$ cat src/logic/clock_gating_pkg.sv
// Constants and types shared by the peripheral clock gating controller.
`default_nettype none
package clock_gating_pkg;
  localparam int ADDR_W = 12;
  localparam int UNITS = 4;
  localparam logic [11:0] RUN_GATE_OFF = 12'h100;
  localparam logic [11:0] SLEEP_GATE_OFF = 12'h110;
  localparam logic [11:0] DEEP_GATE_OFF = 12'h120;
  localparam logic [11:0] RUN_CFG_OFF = 12'h130;
  localparam logic [11:0] IRQ_STATUS_OFF = 12'h140;
  localparam logic [11:0] IRQ_MASK_OFF = 12'h144;
  localparam logic [31:0] GATE_RESET = 32'h00000040;
  localparam logic [31:0] GATE_WMASK = 32'h00110348;
  localparam logic [31:0] CFG_RESET = 32'h00000000;
  localparam int HIBERNATION_BIT = 6;
  localparam int WATCHDOG_BIT = 3;
  localparam int ADC_BIT = 16;
  localparam int PWM_BIT = 20;
  localparam int SPEED_LSB = 8;
  localparam int AUTO_GATING_BIT = 0;
  localparam int UNIT_HIBERNATION = 0;
  localparam int UNIT_WATCHDOG = 1;
  localparam int UNIT_ADC = 2;
  localparam int UNIT_PWM = 3;
  localparam logic [3:0] UNIT_EN_RESET = 4'h1;
  localparam logic [1:0] SPEED_125K = 2'h0;
  localparam logic [1:0] SPEED_250K = 2'h1;
  localparam logic [1:0] RESP_OKAY = 2'h0;
  localparam logic [1:0] RESP_SLVERR = 2'h2;
  localparam logic [2:0] SEL_NONE = 3'h0;
  localparam logic [2:0] SEL_RUN = 3'h1;
  localparam logic [2:0] SEL_SLEEP = 3'h2;
  localparam logic [2:0] SEL_DEEP = 3'h3;
  localparam logic [2:0] SEL_CFG = 3'h4;
  localparam logic [2:0] SEL_STATUS = 3'h5;
  localparam logic [2:0] SEL_MASK = 3'h6;

  typedef enum logic [1:0] {PWR_RUN, PWR_SLEEP, PWR_DEEP} power_state_t;

  // Pulls the four unit enables out of a gating register word.
  function automatic logic [3:0] unit_bits(input logic [31:0] r);
    unit_bits = {r[PWM_BIT], r[ADC_BIT], r[WATCHDOG_BIT], r[HIBERNATION_BIT]};
  endfunction
endpackage
`default_nettype wire

$ cat src/logic/gate_if.sv
// Enables, freeze and fault events passed between controller and access guard.
`timescale 1ns/1ps
`default_nettype none
interface gate_if;
  logic ce;
  logic [3:0] enable;
  logic [3:0] fault;
  modport ctl (output ce, output enable, input fault);
  modport guard (input ce, input enable, output fault);
endinterface
`default_nettype wire

$ cat src/logic/unit_clock_gate.sv
// Glitch-free clock gate for one peripheral.
`timescale 1ns/1ps
`default_nettype none
module unit_clock_gate #(
  parameter logic RESET_EN = 1'b0
) (
  input wire logic clk_in,
  input wire logic reset_n_in,
  input wire logic ce_in,
  input wire logic enable_in,
  output var logic enable_out,
  output logic gated_clk_out
);
  logic en_q;
  // Capturing on the falling edge keeps the enable stable while the clock is high.
  always_ff @(negedge clk_in or negedge reset_n_in) begin
    if (!reset_n_in) begin
      en_q <= RESET_EN;
    end else if (ce_in) begin
      en_q <= enable_in;
    end
  end
  assign enable_out = en_q;
  assign gated_clk_out = clk_in & en_q;
endmodule // unit_clock_gate
`default_nettype wire

$ cat src/logic/access_guard.sv
// Answers peripheral accesses, faulting those aimed at an unclocked unit.
`timescale 1ns/1ps
`default_nettype none
module access_guard (
  input wire logic clk_in,
  input wire logic reset_n_in,
  gate_if.guard gate,
  input wire logic acc_valid_in,
  input wire logic [1:0] acc_unit_in,
  output var logic acc_ok_out,
  output var logic acc_fault_out
);
  logic hit;
  logic ok_q;
  logic fault_q;
  logic [3:0] fault_vec_q;
  assign hit = gate.enable[acc_unit_in];
  always_ff @(posedge clk_in or negedge reset_n_in) begin
    if (!reset_n_in) begin
      ok_q <= 1'b0;
      fault_q <= 1'b0;
      fault_vec_q <= 4'h0;
    end else if (gate.ce) begin
      ok_q <= acc_valid_in & hit;
      fault_q <= acc_valid_in & ~hit;
      fault_vec_q <= (acc_valid_in & ~hit) ? (4'h1 << acc_unit_in) : 4'h0;
    end
  end
  assign acc_ok_out = ok_q;
  assign acc_fault_out = fault_q;
  assign gate.fault = fault_vec_q;
endmodule // access_guard
`default_nettype wire

$ cat src/logic/peripheral_clock_gating_ctl.sv
// Peripheral clock gating controller with an AXI4-Lite register slave.
// Operation
// - Each gating bit is one peripheral's clock enable: one clocks it, zero stops it.
// - Accesses to a peripheral whose clock is gated off end in a bus fault.
// - Gating bits reset to zero unless a different reset value is given.
// - Separate gating registers for run, sleep and deep sleep power states.
// - Sleep and deep-sleep registers apply only while automatic gating is selected.
// - Speed field bits 9:8 pick 250K (1) or 125K (0); resets to 0.
// - The converter rate never exceeds the maximum, whatever is written.
// - Bit 6 gates the hibernation unit and resets to one.
// - Bit 3 gates the watchdog, resets to zero, faults accesses while clear.
// - Bit 16 gates converter 0, resets to zero, faults accesses while clear.
// - Reserved bits are read-only zero; software preserves them.
// - Run and sleep gating registers share one layout and reset to 0x00000040.
// - Deep-sleep register shares the layout, sits at 0x120, resets to 0x00000040.
`timescale 1ns/1ps
`default_nettype none
module peripheral_clock_gating_ctl #(
  parameter logic [1:0] MAX_SPEED = clock_gating_pkg::SPEED_250K
) (
  input wire logic clk_in,
  input wire logic reset_n_in,
  input wire logic ce_in,
  input wire logic s_axi_awvalid_in,
  output logic s_axi_awready_out,
  input wire logic [clock_gating_pkg::ADDR_W-1:0] s_axi_awaddr_in,
  input wire logic s_axi_wvalid_in,
  output logic s_axi_wready_out,
  input wire logic [31:0] s_axi_wdata_in,
  input wire logic [3:0] s_axi_wstrb_in,
  output logic s_axi_bvalid_out,
  input wire logic s_axi_bready_in,
  output logic [1:0] s_axi_bresp_out,
  input wire logic s_axi_arvalid_in,
  output logic s_axi_arready_out,
  input wire logic [clock_gating_pkg::ADDR_W-1:0] s_axi_araddr_in,
  output logic s_axi_rvalid_out,
  input wire logic s_axi_rready_in,
  output logic [31:0] s_axi_rdata_out,
  output logic [1:0] s_axi_rresp_out,
  input wire logic [1:0] power_state_in,
  input wire logic acc_valid_in,
  input wire logic [1:0] acc_unit_in,
  output logic acc_ok_out,
  output logic acc_fault_out,
  output logic [3:0] unit_clk_en_out,
  output logic [3:0] gated_clk_out,
  output logic [1:0] adc_rate_out,
  output logic irq_out
);
  gate_if gate ();

  logic aw_hold_q;
  logic w_hold_q;
  logic [clock_gating_pkg::ADDR_W-1:0] awaddr_q;
  logic [31:0] wdata_q;
  logic [3:0] wstrb_q;
  logic bvalid_q;
  logic [1:0] bresp_q;
  logic rvalid_q;
  logic [31:0] rdata_q;
  logic [1:0] rresp_q;
  logic [31:0] run_gate_q;
  logic [31:0] sleep_gate_q;
  logic [31:0] deep_gate_q;
  logic [31:0] run_cfg_q;
  logic [3:0] irq_status_q;
  logic [3:0] irq_mask_q;
  logic [1:0] adc_rate_q;

  // Picks the register that an address names, shared by reads and writes.
  function automatic logic [2:0] reg_select(input logic [clock_gating_pkg::ADDR_W-1:0] a);
    case ({a[clock_gating_pkg::ADDR_W-1:2], 2'h0})
      clock_gating_pkg::RUN_GATE_OFF: reg_select = clock_gating_pkg::SEL_RUN;
      clock_gating_pkg::SLEEP_GATE_OFF: reg_select = clock_gating_pkg::SEL_SLEEP;
      clock_gating_pkg::DEEP_GATE_OFF: reg_select = clock_gating_pkg::SEL_DEEP;
      clock_gating_pkg::RUN_CFG_OFF: reg_select = clock_gating_pkg::SEL_CFG;
      clock_gating_pkg::IRQ_STATUS_OFF: reg_select = clock_gating_pkg::SEL_STATUS;
      clock_gating_pkg::IRQ_MASK_OFF: reg_select = clock_gating_pkg::SEL_MASK;
      default: reg_select = clock_gating_pkg::SEL_NONE;
    endcase
  endfunction

  // Merges written bytes into the old word under the byte strobes.
  function automatic logic [31:0] merge(input logic [31:0] old, input logic [31:0] data,
                                        input logic [3:0] strb);
    merge = old;
    for (int i = 0; i < 4; i++) begin
      if (strb[i]) begin
        merge[8*i +: 8] = data[8*i +: 8];
      end
    end
  endfunction

  // Masks a gating word to its live bits and holds the speed at the part's limit.
  function automatic logic [31:0] gate_word(input logic [31:0] w);
    gate_word = w & clock_gating_pkg::GATE_WMASK;
    if (gate_word[clock_gating_pkg::SPEED_LSB +: 2] > MAX_SPEED) begin
      gate_word[clock_gating_pkg::SPEED_LSB +: 2] = MAX_SPEED;
    end
  endfunction

  // Write channel: address and data are taken in either order, one write at a time.
  logic wr_go;
  logic [2:0] wr_sel;
  logic [3:0] w1c;
  assign s_axi_awready_out = ce_in & ~aw_hold_q & ~bvalid_q;
  assign s_axi_wready_out = ce_in & ~w_hold_q & ~bvalid_q;
  assign wr_go = ce_in & aw_hold_q & w_hold_q & ~bvalid_q;
  assign wr_sel = reg_select(awaddr_q);
  assign w1c = (wr_go && wr_sel == clock_gating_pkg::SEL_STATUS && wstrb_q[0]) ?
               wdata_q[3:0] : 4'h0;

  always_ff @(posedge clk_in or negedge reset_n_in) begin
    if (!reset_n_in) begin
      aw_hold_q <= 1'b0;
      awaddr_q <= '0;
    end else if (ce_in) begin
      if (s_axi_awvalid_in && s_axi_awready_out) begin
        aw_hold_q <= 1'b1;
        awaddr_q <= s_axi_awaddr_in;
      end else if (wr_go) begin
        aw_hold_q <= 1'b0;
      end
    end
  end

  always_ff @(posedge clk_in or negedge reset_n_in) begin
    if (!reset_n_in) begin
      w_hold_q <= 1'b0;
      wdata_q <= 32'h00000000;
      wstrb_q <= 4'h0;
    end else if (ce_in) begin
      if (s_axi_wvalid_in && s_axi_wready_out) begin
        w_hold_q <= 1'b1;
        wdata_q <= s_axi_wdata_in;
        wstrb_q <= s_axi_wstrb_in;
      end else if (wr_go) begin
        w_hold_q <= 1'b0;
      end
    end
  end

  always_ff @(posedge clk_in or negedge reset_n_in) begin
    if (!reset_n_in) begin
      bvalid_q <= 1'b0;
      bresp_q <= clock_gating_pkg::RESP_OKAY;
    end else if (ce_in) begin
      if (wr_go) begin
        bvalid_q <= 1'b1;
        bresp_q <= (wr_sel == clock_gating_pkg::SEL_NONE) ?
                   clock_gating_pkg::RESP_SLVERR : clock_gating_pkg::RESP_OKAY;
      end else if (s_axi_bready_in) begin
        bvalid_q <= 1'b0;
      end
    end
  end
  assign s_axi_bvalid_out = bvalid_q;
  assign s_axi_bresp_out = bresp_q;

  // Register file: one register per power state, each with the same layout.
  always_ff @(posedge clk_in or negedge reset_n_in) begin
    if (!reset_n_in) begin
      run_gate_q <= clock_gating_pkg::GATE_RESET;
      sleep_gate_q <= clock_gating_pkg::GATE_RESET;
      deep_gate_q <= clock_gating_pkg::GATE_RESET;
      run_cfg_q <= clock_gating_pkg::CFG_RESET;
      irq_mask_q <= 4'h0;
    end else if (wr_go) begin
      case (wr_sel)
        clock_gating_pkg::SEL_RUN: run_gate_q <= gate_word(merge(run_gate_q, wdata_q, wstrb_q));
        clock_gating_pkg::SEL_SLEEP: sleep_gate_q <= gate_word(merge(sleep_gate_q, wdata_q,
                                                                     wstrb_q));
        clock_gating_pkg::SEL_DEEP: deep_gate_q <= gate_word(merge(deep_gate_q, wdata_q,
                                                                   wstrb_q));
        clock_gating_pkg::SEL_CFG: run_cfg_q <= merge(run_cfg_q, wdata_q, wstrb_q) &
                                                (32'h1 << clock_gating_pkg::AUTO_GATING_BIT);
        clock_gating_pkg::SEL_MASK: irq_mask_q <= wstrb_q[0] ? wdata_q[3:0] : irq_mask_q;
        default: irq_mask_q <= irq_mask_q;
      endcase
    end
  end

  // A fault in the same cycle as its clearing write still leaves the bit set.
  always_ff @(posedge clk_in or negedge reset_n_in) begin
    if (!reset_n_in) begin
      irq_status_q <= 4'h0;
    end else if (ce_in) begin
      irq_status_q <= (irq_status_q & ~w1c) | gate.fault;
    end
  end
  assign irq_out = |(irq_status_q & irq_mask_q);

  // Read channel: one read at a time, answered one cycle after the address is taken.
  logic [2:0] rd_sel;
  logic [31:0] rd_word;
  assign s_axi_arready_out = ce_in & ~rvalid_q;
  assign rd_sel = reg_select(s_axi_araddr_in);
  assign rd_word = (rd_sel == clock_gating_pkg::SEL_RUN) ? run_gate_q :
                   (rd_sel == clock_gating_pkg::SEL_SLEEP) ? sleep_gate_q :
                   (rd_sel == clock_gating_pkg::SEL_DEEP) ? deep_gate_q :
                   (rd_sel == clock_gating_pkg::SEL_CFG) ? run_cfg_q :
                   (rd_sel == clock_gating_pkg::SEL_STATUS) ? {28'h0000000, irq_status_q} :
                   (rd_sel == clock_gating_pkg::SEL_MASK) ? {28'h0000000, irq_mask_q} :
                   32'h00000000;

  always_ff @(posedge clk_in or negedge reset_n_in) begin
    if (!reset_n_in) begin
      rvalid_q <= 1'b0;
      rdata_q <= 32'h00000000;
      rresp_q <= clock_gating_pkg::RESP_OKAY;
    end else if (ce_in) begin
      if (s_axi_arvalid_in && s_axi_arready_out) begin
        rvalid_q <= 1'b1;
        rdata_q <= rd_word;
        rresp_q <= (rd_sel == clock_gating_pkg::SEL_NONE) ?
                   clock_gating_pkg::RESP_SLVERR : clock_gating_pkg::RESP_OKAY;
      end else if (s_axi_rready_in) begin
        rvalid_q <= 1'b0;
      end
    end
  end
  assign s_axi_rvalid_out = rvalid_q;
  assign s_axi_rdata_out = rdata_q;
  assign s_axi_rresp_out = rresp_q;

  // Power state picks the governing register; without automatic gating run rules all.
  clock_gating_pkg::power_state_t pstate;
  logic auto_gating_select;
  logic [3:0] eff_en;
  assign pstate = clock_gating_pkg::power_state_t'(power_state_in);
  assign auto_gating_select = run_cfg_q[clock_gating_pkg::AUTO_GATING_BIT];
  assign eff_en = (auto_gating_select && pstate == clock_gating_pkg::PWR_SLEEP) ?
                  clock_gating_pkg::unit_bits(sleep_gate_q) :
                  (auto_gating_select && power_state_in[1]) ? clock_gating_pkg::unit_bits(deep_gate_q) :
                  clock_gating_pkg::unit_bits(run_gate_q);

  // Accesses are judged on the enables actually reaching the units.
  assign gate.ce = ce_in;
  assign gate.enable = unit_clk_en_out;

  genvar u;
  generate
    for (u = 0; u < clock_gating_pkg::UNITS; u++) begin : g_gate
      unit_clock_gate #(
        .RESET_EN(clock_gating_pkg::UNIT_EN_RESET[u])
      ) u_gate (
        .clk_in(clk_in),
        .reset_n_in(reset_n_in),
        .ce_in(ce_in),
        .enable_in(eff_en[u]),
        .enable_out(unit_clk_en_out[u]),
        .gated_clk_out(gated_clk_out[u])
      );
    end
  endgenerate

  access_guard u_guard (
    .clk_in(clk_in),
    .reset_n_in(reset_n_in),
    .gate(gate),
    .acc_valid_in(acc_valid_in),
    .acc_unit_in(acc_unit_in),
    .acc_ok_out(acc_ok_out),
    .acc_fault_out(acc_fault_out)
  );

  // The converter follows the run register's speed field, held at the limit.
  always_ff @(posedge clk_in or negedge reset_n_in) begin
    if (!reset_n_in) begin
      adc_rate_q <= clock_gating_pkg::SPEED_125K;
    end else if (ce_in) begin
      adc_rate_q <= run_gate_q[clock_gating_pkg::SPEED_LSB +: 2];
    end
  end
  assign adc_rate_out = adc_rate_q;
endmodule // peripheral_clock_gating_ctl
`default_nettype wire

$ cat config.mk
export PLATFORM = sky130hd
export DESIGN_NAME = peripheral_clock_gating_ctl
export DESIGN_NICKNAME = d
export VERILOG_FILES = /design/src/logic/clock_gating_pkg.sv /design/src/logic/gate_if.sv /design/src/logic/unit_clock_gate.sv /design/src/logic/access_guard.sv /design/src/logic/peripheral_clock_gating_ctl.sv
export SDC_FILE = /design/constraint.sdc
export NUM_CORES = 1
export LEC_CHECK = 0
export BUFFER_PORTS_ARGS = -buffer_cell sky130_fd_sc_hd__buf_2
export CAP_MARGIN = 25
export CORE_UTILIZATION = 32
export DETAILED_ROUTE_END_ITERATION = 12
export PLACE_DENSITY = 0.54
export SLEW_MARGIN = 20
export SYNTH_ARGS = -nofsm -noshare
export SYNTH_HDL_FRONTEND = slang
export SYNTH_HIERARCHICAL = 1
export SYNTH_SLANG_ARGS = --single-unit
$ cat constraint.sdc
create_clock -name clk_in -period 3.9 [get_ports clk_in]
set_clock_uncertainty 0.05 [all_clocks]
set_input_delay 0.195 -clock clk_in [delete_from_list [all_inputs] [get_ports clk_in]]
set_output_delay 0.195 -clock clk_in [all_outputs]
set_load 0.01 [all_outputs]
==> results.yml, run 1 <==
status:
  status: "complete, no violations"
global_route:
  grt_max_degree: 40
  grt_pass1_vias: 2664
  antenna_found_initial: 0
  overflow: 0
  grtUsageTotal: 0.147
  grt_pass1_wl_um: 13100
synthesis:
  seq_area_frac_synth: 0.518
  syn_avg_cell_area_um2: 11.8
  ys_seq_elements: 76
  syn_inst: 311
  async_flop_share: 1.00
  yosysWarnings: 6
  synth.distinct_cells: 52
  syn_area_um2: 3680
  synth_ff_type: "dfrtp_1"
  synth_edf_count: 0
power:
  power_density_nw_per_um2: 541
  ir_worst_vdd_mv: 0.312
  p_leak_nw: 2.29
cts:
  postCtsResizedCells: 0
  clk_latency_ns: 0.51
  post_cts_buffers: 0
  clkTransAtPathRegs_ns: 0.06
  cts_tree: "done"
place:
  dp_cells: 518
  place_congestion: 0.789
  io_buffers: 73
  hpwl_um: 5880
  place_ws_ns: 0.559
layout:
  utilization: 0.432
  area_growth_pct: 29.4
  finalNonFillerCells: 564
  antenna_cells: 0
  fill_cells: 1106
  drive_gt1_frac: 0.377
  nets: 493
routing:
  ant_nets: 0
  drt_iter0_markers: 84
  first_pass_iters: 4
  route.detailed.drc: 0
  wl_per_cell_um: 14.6
  num_vias: 2730
  via_per_inst: 4.84
  finalWirelength_um: 8240
die:
  die_area_um2: 11900
  io_pins: 127
  core-area_um2: 11000
  fp.dieW_um: 109
  rows: 38
  start_util: 0.334
  die_h_um: 109
critical_path:
  rrSetupSlack_ns: 0.57
  r2r_start: "run_cfg_q[0]"
  critPathSlowestCell: "dfstp_2"
  reg2reg_depth: 4
  timing.rr.end: "g_gate[2].u_gate/enable_out"
  crit_required_ns: 3.65
  slowest_delay_ns: 0.56
  start_kind: "flip-flop"
  critPathArrivalTime_ns: 3.26
  path_cells: "and2_1 -> buf_2"
  crit_type: "flip-flop to output port"
  cp-end-kind: "output port"
  crit_path_max_fanout: 5
timing:
  rsz0062_at_grt: "false"
  maxSlewHeadroom: 0.346
  tns_ns: 0
  max_slew.worst_pin.slew_ns: 0.980
  setup_viol: 0
  finalHoldViolCount: 0
  slew_violations: 0
  worst_slack_ns: 0.390
min_path:
  hold_depth: 3
  hp-start: "acc_unit_in[0]"
  hold-path-endpoint: "u_guard/gate.fault[3]"
  hold_class: "primary input to flip-flop"
flow_run:
  drv_cap: 0
-- flip-flops by register name (all words and copies together) (netlist names) --
register	count
s_axi_rdata_out	9
wstrb_q	3
s_axi_rvalid_out	1
s_axi_rresp_out	1
irq_mask_q	4
sleep_gate_q	6
u_guard/gate.fault	4
wdata_q	9
deep_gate_q	6
s_axi_bvalid_out	1
w_hold_q	1
u_guard/acc_ok_out	1
g_gate.u_gate/enable_out	4
s_axi_bresp_out	1
adc_rate_out	2
aw_hold_q	1
irq_status_q	4
u_guard/acc_fault_out	1
run_cfg_q	1
awaddr_q	10
run_gate_q	6
-- how the worst max path moves through the flow --
stage	from	end	slack, ns	cells past startpoint
6_report	g_gate[0].u_gate/enable_out	gated_clk_out[0]	0.39	2
5_1_grt	g_gate[0].u_gate/enable_out	gated_clk_out[0]	0.35	2
4_1_cts	g_gate[0].u_gate/enable_out	gated_clk_out[0]	0.37	2
3_5_place_dp	run_cfg_q[0]	g_gate[2].u_gate/enable_out	0.56	4
3_3_place_gp	run_cfg_q[0]	g_gate[1].u_gate/enable_out	0.63	4
2_1_floorplan	run_cfg_q[0]	g_gate[2].u_gate/enable_out	0.37	5
-- kinds of logic after synthesis --
logic type / after synthesis / share of synthesized area
buf+inv: 40 / 0.0706
simple gates: 81 / 0.129
mux: 56 / 0.176
other cells: 1 / 0.00102
flops: 76 / 0.518
compound gates: 57 / 0.105
-- report_power, final --
part	switching [mW]	leakage [nW]	total [mW]	internal, mW
combinational	0.211	1.09	0.459	0.248
clock	0.346	0.235	1.03	0.682
sequential	0.144	0.965	1.09	0.950
-- cell usage in the layout (no fill, tap or decap), drive strengths merged, types with 5 or more instances in the layout --
cell type and n:
buf 77, dfrtp 69, mux2 48, dlygate4sd3 27, conb 25, nand2 24, clkbuf 14, o22ai 13
a21oi 10, nor2 10, nor2b 8, mux2i 7, nand3 7, inv 6, a31oi 6, or2 5
a22o 5, o31ai 5, and2 5, or4b 5
-- what timing repair did --
| item | in CTS | in global routing |
|---|---|---|
| setup endpoints to repair | 0 | 0 |
| hold buffers | 27 | 0 |
| endpoints found under the hold margin | 95 | 0 |
-- metrics by stage --
| step | hold WS [ns] | power, mW | instance area (um^2) |
|---|---|---|---|
| floorplan | -0.151 | 1.41 | 3770 |
| global placement | 0.253 | 1.54 | 4110 |
| detailed placement | 0.256 | 1.56 | 4110 |
| CTS | 0.00815 | 2.61 | 4770 |
| global route | 0.0162 | 2.72 | 4770 |
| finish | 0.0142 | 2.58 | 4770 |
-- layer usage --
layer	wire length, um	track usage
met1	3780	0.187
met2	4020	0.236
met3	364	0.0539
met4	75	0.0410
met5	0	0
-- cell type report --
type,count,area (um^2),area share
inverter,5,18.8,0.00394
clock buffer,18,359,0.0753
tap,140,175,0.0367
multi-input combinational,219,1610,0.337
timing repair buffer,100,646,0.135
clock inverter,6,56.3,0.0118
sequential,76,1910,0.400
-- synth_stat cells (2+ instances only) --
master    count  area, um^2
dfrtp_1      69        1730
mux2_2       43         484
buf_4        25         188
nand2_1      24        90.1
o22ai_1      13        81.3
a21oi_1      10        50.1
nor2_1       10        37.5
nor2b_1       8        50.1
mux2i_1       7        70.1
nand3_1       7        35.0
a31oi_1       6        37.5
clkbuf_1      6        22.5
inv_1         6        22.5
a22o_1        5        43.8
o31ai_1       5        37.5
or2_2         5        31.3
and2_1        4        25.0
dfstp_2       4         105
mux2_4        4        60.1
a211oi_1      3        22.5
a21boi_0      3        22.5
dfrtn_1       3        75.1
o21ai_0       3        15.0
or4b_2        3        30.0
a21o_1        2        15.0
a22oi_1       2        15.0
a32o_1        2        20.0
nand4_1       2        12.5
nor4_1        2        12.5
nor4b_1       2        17.5
or3_1         2        12.5
-- worst max-delay path, delay by kind of cell, from the launching register on --
family                 cells  cell delay (ns)
buffers and inverters      1             0.12
flip-flops                 1             0.56
AND/OR/NAND/NOR            1             0.12
No activity file was read; power rests on OpenSTA's default activity.
==> run 2, diff against run 1 <==
--- a/config.mk
+++ b/config.mk
@@ -13,5 +13,4 @@
 export SLEW_MARGIN = 20
 export SYNTH_ARGS = -nofsm -noshare
 export SYNTH_HDL_FRONTEND = slang
-export SYNTH_HIERARCHICAL = 1
 export SYNTH_SLANG_ARGS = --single-unit
==> run 2 against run 1 <==
Cell count is 1.6% higher. Area after synthesis is 1.1% higher. Non-clock buffer count is 2 lower. Clock power is 4% higher. Combinational power is 2% lower. Routed wire length is 1.8% lower. Via count is 0.37% higher. Largest power group unchanged. Highest routed layer unchanged.
==> results.yml, run 2 <==
routing:
  m1WireLength_um: 3780
  first_pass_iters: 4
  route.detailed.drc: 0
  num_vias: 2740
  ant_nets: 0
  highest_layer: "met4"
  wl_per_cell_um: 14.1
  finalWirelength_um: 8090
  routed-wl-met2_um: 3950
  met3RoutedLength_um: 285
  drt_iter0_markers: 96
  via_per_inst: 4.78
status:
  status: "complete, no violations"
critical_path:
  rrSetupSlack_ns: 0.53
  reg2reg_depth: 4
  critPathCapture: "gated_clk_out[0]"
  critPathSlowestCell: "dfstp_2"
  start_kind: "flip-flop"
  r2r_start: "run_cfg_q[0]"
  startpoint: "g_gate[0].u_gate.enable_out"
  timing.rr.end: "g_gate[3].u_gate.enable_out"
  path_cells: "and2_1 -> buf_2"
  critPathArrivalTime_ns: 3.27
  slowest_delay_ns: 0.56
  crit_path_max_fanout: 5
  crit_type: "flip-flop to output port"
  cp-end-kind: "output port"
  crit_required_ns: 3.65
timing:
  finalHoldViolCount: 0
  tns_ns: 0
  maxSlewHeadroom: 0.559
  whs_ns: 0.0248
  max_slew.worst_pin.slew_ns: 0.660
  slew_violations: 0
  setup_viol: 0
  rsz0062_at_grt: "false"
synthesis:
  synth.most_common_cell: "dfrtp_1"
  yosysTopAreaCell: "dfrtp_1"
  seq_area_frac_synth: 0.512
  synth_edf_count: 0
  async_flop_share: 1.00
  syn_avg_cell_area_um2: 11.4
  synth_ff_type: "dfrtp_1"
  synth.distinct_cells: 48
  ys_seq_elements: 76
  yosysWarnings: 0
  syn_inst: 327
  synth_common_cells: "dfrtp_1 (69), mux2_2 (46), buf_4 (33), nand2_1 (25)"
  syn_area_um2: 3720
  synth_area_leaders: "dfrtp_1 (46%), mux2_2 (14%), buf_4 (6.7%), dfstp_2 (2.8%), nand2_1 (2.5%)"
  synth_top_cell_area_share: 0.464
place:
  hpwl_um: 5940
  place_congestion: 0.786
  io_buffers: 73
flow_run:
  drv_cap: 0
global_route:
  antenna_found_initial: 0
  grt_pass1_wl_um: 13000
  overflow: 0
  grt_max_degree: 41
  grt_pass1_vias: 2616
  grtUsageTotal: 0.144
die:
  die_h_um: 110
  start_util: 0.328
  fp.dieW_um: 110
  die_area_um2: 12100
  rows: 39
  io_pins: 127
  core-area_um2: 11400
min_path:
  hold_class: "primary input to flip-flop"
  hold_depth: 3
power:
  power_density_nw_per_um2: 548
  p_leak_nw: 2.31
  ir_worst_vdd_mv: 0.284
layout:
  nets: 498
  layout_commonest_cell: "buf_2"
  area_growth_pct: 28.2
  final_cell_mix: "buf_2 (72), dfrtp_1 (69), mux2_2 (46)"
  antenna_cells: 0
  largest_reg_flops: 10
  drive_gt1_frac: 0.372
  regMostFlops: "awaddr_q"
cts:
  clk_latency_ns: 0.51
  cts_tree: "done"
  clkTransAtPathRegs_ns: 0.06
## run 2: worst min-delay path by stage
| stage | start | to | slack [ns] |
|---|---|---|---|
| after global placement | reset_n_in | s_axi_rvalid_out | 0.13 |
| after CTS | acc_unit_in[1] | u_guard.gate.fault[2] | 0.02 |
| final | acc_unit_in[0] | u_guard.gate.fault[1] | 0.02 |
| after floorplan | reset_n_in | adc_rate_out[0] | -0.15 |
| after global routing | acc_unit_in[1] | u_guard.gate.fault[2] | 0.05 |
| after detailed placement | reset_n_in | deep_gate_q[9] | 0.14 |
## run 2: through the flow
step | total power, mW | instances | utilization | instance area [um^2] | setup WS, ns
floorplan | 1.40 | 351 | - | 3810 | 0.670
global placement | 1.54 | 527 | 0.361 | 4100 | 0.577
detailed placement | 1.55 | 527 | 0.361 | 4100 | 0.537
CTS | 2.64 | 573 | 0.420 | 4770 | 0.381
global route | 2.76 | 573 | 0.420 | 4770 | 0.342
finish | 2.62 | 573 | 0.420 | 4770 | 0.385
## run 2: where the power goes
group / total [mW] / internal, mW / switching [mW]
combinational: 0.450 / 0.237 / 0.213
clock: 1.07 / 0.721 / 0.351
sequential: 1.10 / 0.947 / 0.149
total: 2.62 / 1.91 / 0.712
## run 2: metal layers
layer / up-vias / global-route usage
met3: 8 / 0.0368
met4: 0 / 0.0505
met5: - / 0
met1: 1347 / 0.189
li1: 1317 / -
met2: 68 / 0.232
## run 2: area by class of cell
class | instances | area, um^2
Timing Repair Buffer | 98 | 631
Fill cell | 1116 | 6600
Inverter | 11 | 41.3
Tap cell | 143 | 179
Clock inverter | 5 | 50.0
Multi-Input combinational cell | 220 | 1580
Clock buffer | 20 | 387
Sequential cell | 76 | 1910
## run 2: what timing repair did
action / 4_1_cts / 5_1_grt
endpoints found under the hold margin: 54 / 0
gates resized for setup: 0 / 0
setup buffers: 0 / 0
hold buffers: 26 / 0
## run 2: critical path, delay by kind of cell (launching register included)
family	cells	cell delay, ns
flops	1	0.56
simple gates	1	0.13
buf+inv	1	0.12
## run 2: cell families after synthesis
| family | Yosys count | share of synthesized area |
|---|---|---|
| flip-flops | 76 | 0.512 |
| AND/OR/NAND/NOR | 86 | 0.136 |
| AO/OA/AOI/OAI | 53 | 0.0921 |
| multiplexers | 56 | 0.169 |
| buffers and inverters | 55 | 0.0890 |
| other | 1 | 0.00101 |
==> run 3, diff against run 2 <==
--- a/config.mk
+++ b/config.mk
@@ -10,6 +10,7 @@
 export CORE_UTILIZATION = 32
 export DETAILED_ROUTE_END_ITERATION = 12
 export PLACE_DENSITY = 0.54
+export REMOVE_ABC_BUFFERS = 1
 export SLEW_MARGIN = 20
 export SYNTH_ARGS = -nofsm -noshare
 export SYNTH_HDL_FRONTEND = slang
==> run 3 against run 2 <==
Total power is 2.7% higher. Sequential power hardly changed. Critical path depth stayed put. Register-to-register slack better by 0.03 ns. Clock power is 7% higher. Flip-flop and latch count stayed put. Clock-buffer cell count is 1 lower. Via count is 1.1% higher. Routed wire length is 2.4% higher. Worst hold slack better by 0.0051 ns. Largest cell class unchanged. Largest power group is now the clock network.
==> results.yml, run 3 (synthesized netlist as in run 2, its figures left out) <==
status:
  status: "complete, no violations"
routing:
  wl_per_cell_um: 14.4
  drt_iter0_markers: 119
  first_pass_iters: 5
  num_vias: 2769
  ant_nets: 0
  via_per_inst: 4.82
  finalWirelength_um: 8280
  route.detailed.drc: 0
die:
  io_pins: 127
  die_h_um: 110
  core-area_um2: 11400
  die_area_um2: 12100
  rows: 39
  fp.dieW_um: 110
  start_util: 0.328
place:
  hpwl_um: 5950
  io_buffers: 73
  place_congestion: 0.753
  place_ws_ns: 0.587
  dp_cells: 526
power:
  p_leak_nw: 2.32
  ir_worst_vdd_mv: 0.297
  power_mw: 2.69
  power_density_nw_per_um2: 561
timing:
  max_slew.worst_pin.slew_ns: 0.786
  tns_ns: 0
  setup_viol: 0
  rsz0062_at_grt: "false"
  slew_violations: 0
  maxSlewHeadroom: 0.476
  worst_slack_ns: 0.376
  finalHoldViolCount: 0
layout:
  largest_reg_flops: 10
  drive_gt1_frac: 0.370
  regMostFlops: "awaddr_q"
  ff_latch_area_um2: 1910
  layout_commonest_cell: "buf_2"
  nets: 498
  area_growth_pct: 28.8
  fill_cells: 1095
  final_cell_mix: "buf_2 (73), dfrtp_1 (69), mux2_2 (46)"
  finalNonFillerCells: 574
  multi_input_area_um2: 1580
  utilization: 0.422
global_route:
  overflow: 0
  grt_pass1_vias: 2586
  grt_max_degree: 63
  antenna_found_initial: 1
  grtUsageTotal: 0.149
  grt_pass1_wl_um: 13200
cts:
  clk_latency_ns: 0.52
  cts_tree: "done"
  clkTransAtPathRegs_ns: 0.06
  post_cts_buffers: 0
critical_path:
  cp-end-kind: "output port"
  crit_type: "flip-flop to output port"
  critPathArrivalTime_ns: 3.28
  path_cells: "and2_1 -> buf_2"
  crit_required_ns: 3.65
  start_kind: "flip-flop"
  crit_path_max_fanout: 5
  slowest_delay_ns: 0.55
  critPathSlowestCell: "dfstp_2"
flow_run:
  drv_cap: 0
min_path:
  hold_class: "primary input to flip-flop"
## run 3: path summary, 6_finish.rpt
kind	startpoint	endpoint	slack [ns]	depth (start not counted)
worst max-delay path	g_gate[0].u_gate.enable_out	gated_clk_out[0]	0.38	2
worst min-delay path	acc_unit_in[1]	u_guard.gate.fault[2]	0.03	3
worst max register to register	run_cfg_q[0]	g_gate[3].u_gate.enable_out	0.56	4
worst min register to register	s_axi_rresp_out[1]	s_axi_rresp_out[1]	0.43	2
max in group asynchronous	reset_n_in	g_gate[0].u_gate.enable_out	1.44	2
min in group asynchronous	reset_n_in	u_guard.gate.fault[3]	0.19	2
## run 3: cell type report
cell class,count,share of cell area
antenna,1,0.000522
tap,143,0.0373
clock buffer,19,0.0736
timing repair buffer,98,0.131
clock inverter,6,0.0217
multi-input combinational,220,0.330
inverter,11,0.00861
sequential,76,0.398
## run 3: repair_timing
action	4_1_cts	5_1_grt
resized for setup	0	0
hold buffers	26	0
endpoints found under the hold margin	35	0
setup endpoints to repair	0	0
## run 3: power breakdown
| group | internal (mW) | switching [mW] |
|---|---|---|
| clock network | 0.799 | 0.343 |
| logic | 0.237 | 0.215 |
| registers | 0.947 | 0.147 |
## run 3: critical path, delay by kind of cell (launching register included)
kind | cells | cell delay [ns]
DFF | 1 | 0.55
and+or+nand+nor | 1 | 0.14
buffers and inverters | 1 | 0.12
## run 3: per-stage QoR
step / hold WS, ns / cell area [um^2]
after floorplan: -0.151 / 3530
after global placement: 0.0593 / 4090
after detailed placement: 0.0668 / 4090
after CTS: 0.0176 / 4780
after global routing: 0.0367 / 4790
final: 0.0299 / 4790
## run 3: routing by layer
layer	global-route usage	vias up	part of all wire
met1	0.198	1339	0.48
met2	0.212	95	0.44
met4	0.0552	0	0.016
met5	0	-	0
met3	0.0640	14	0.066
li1	-	1321	-
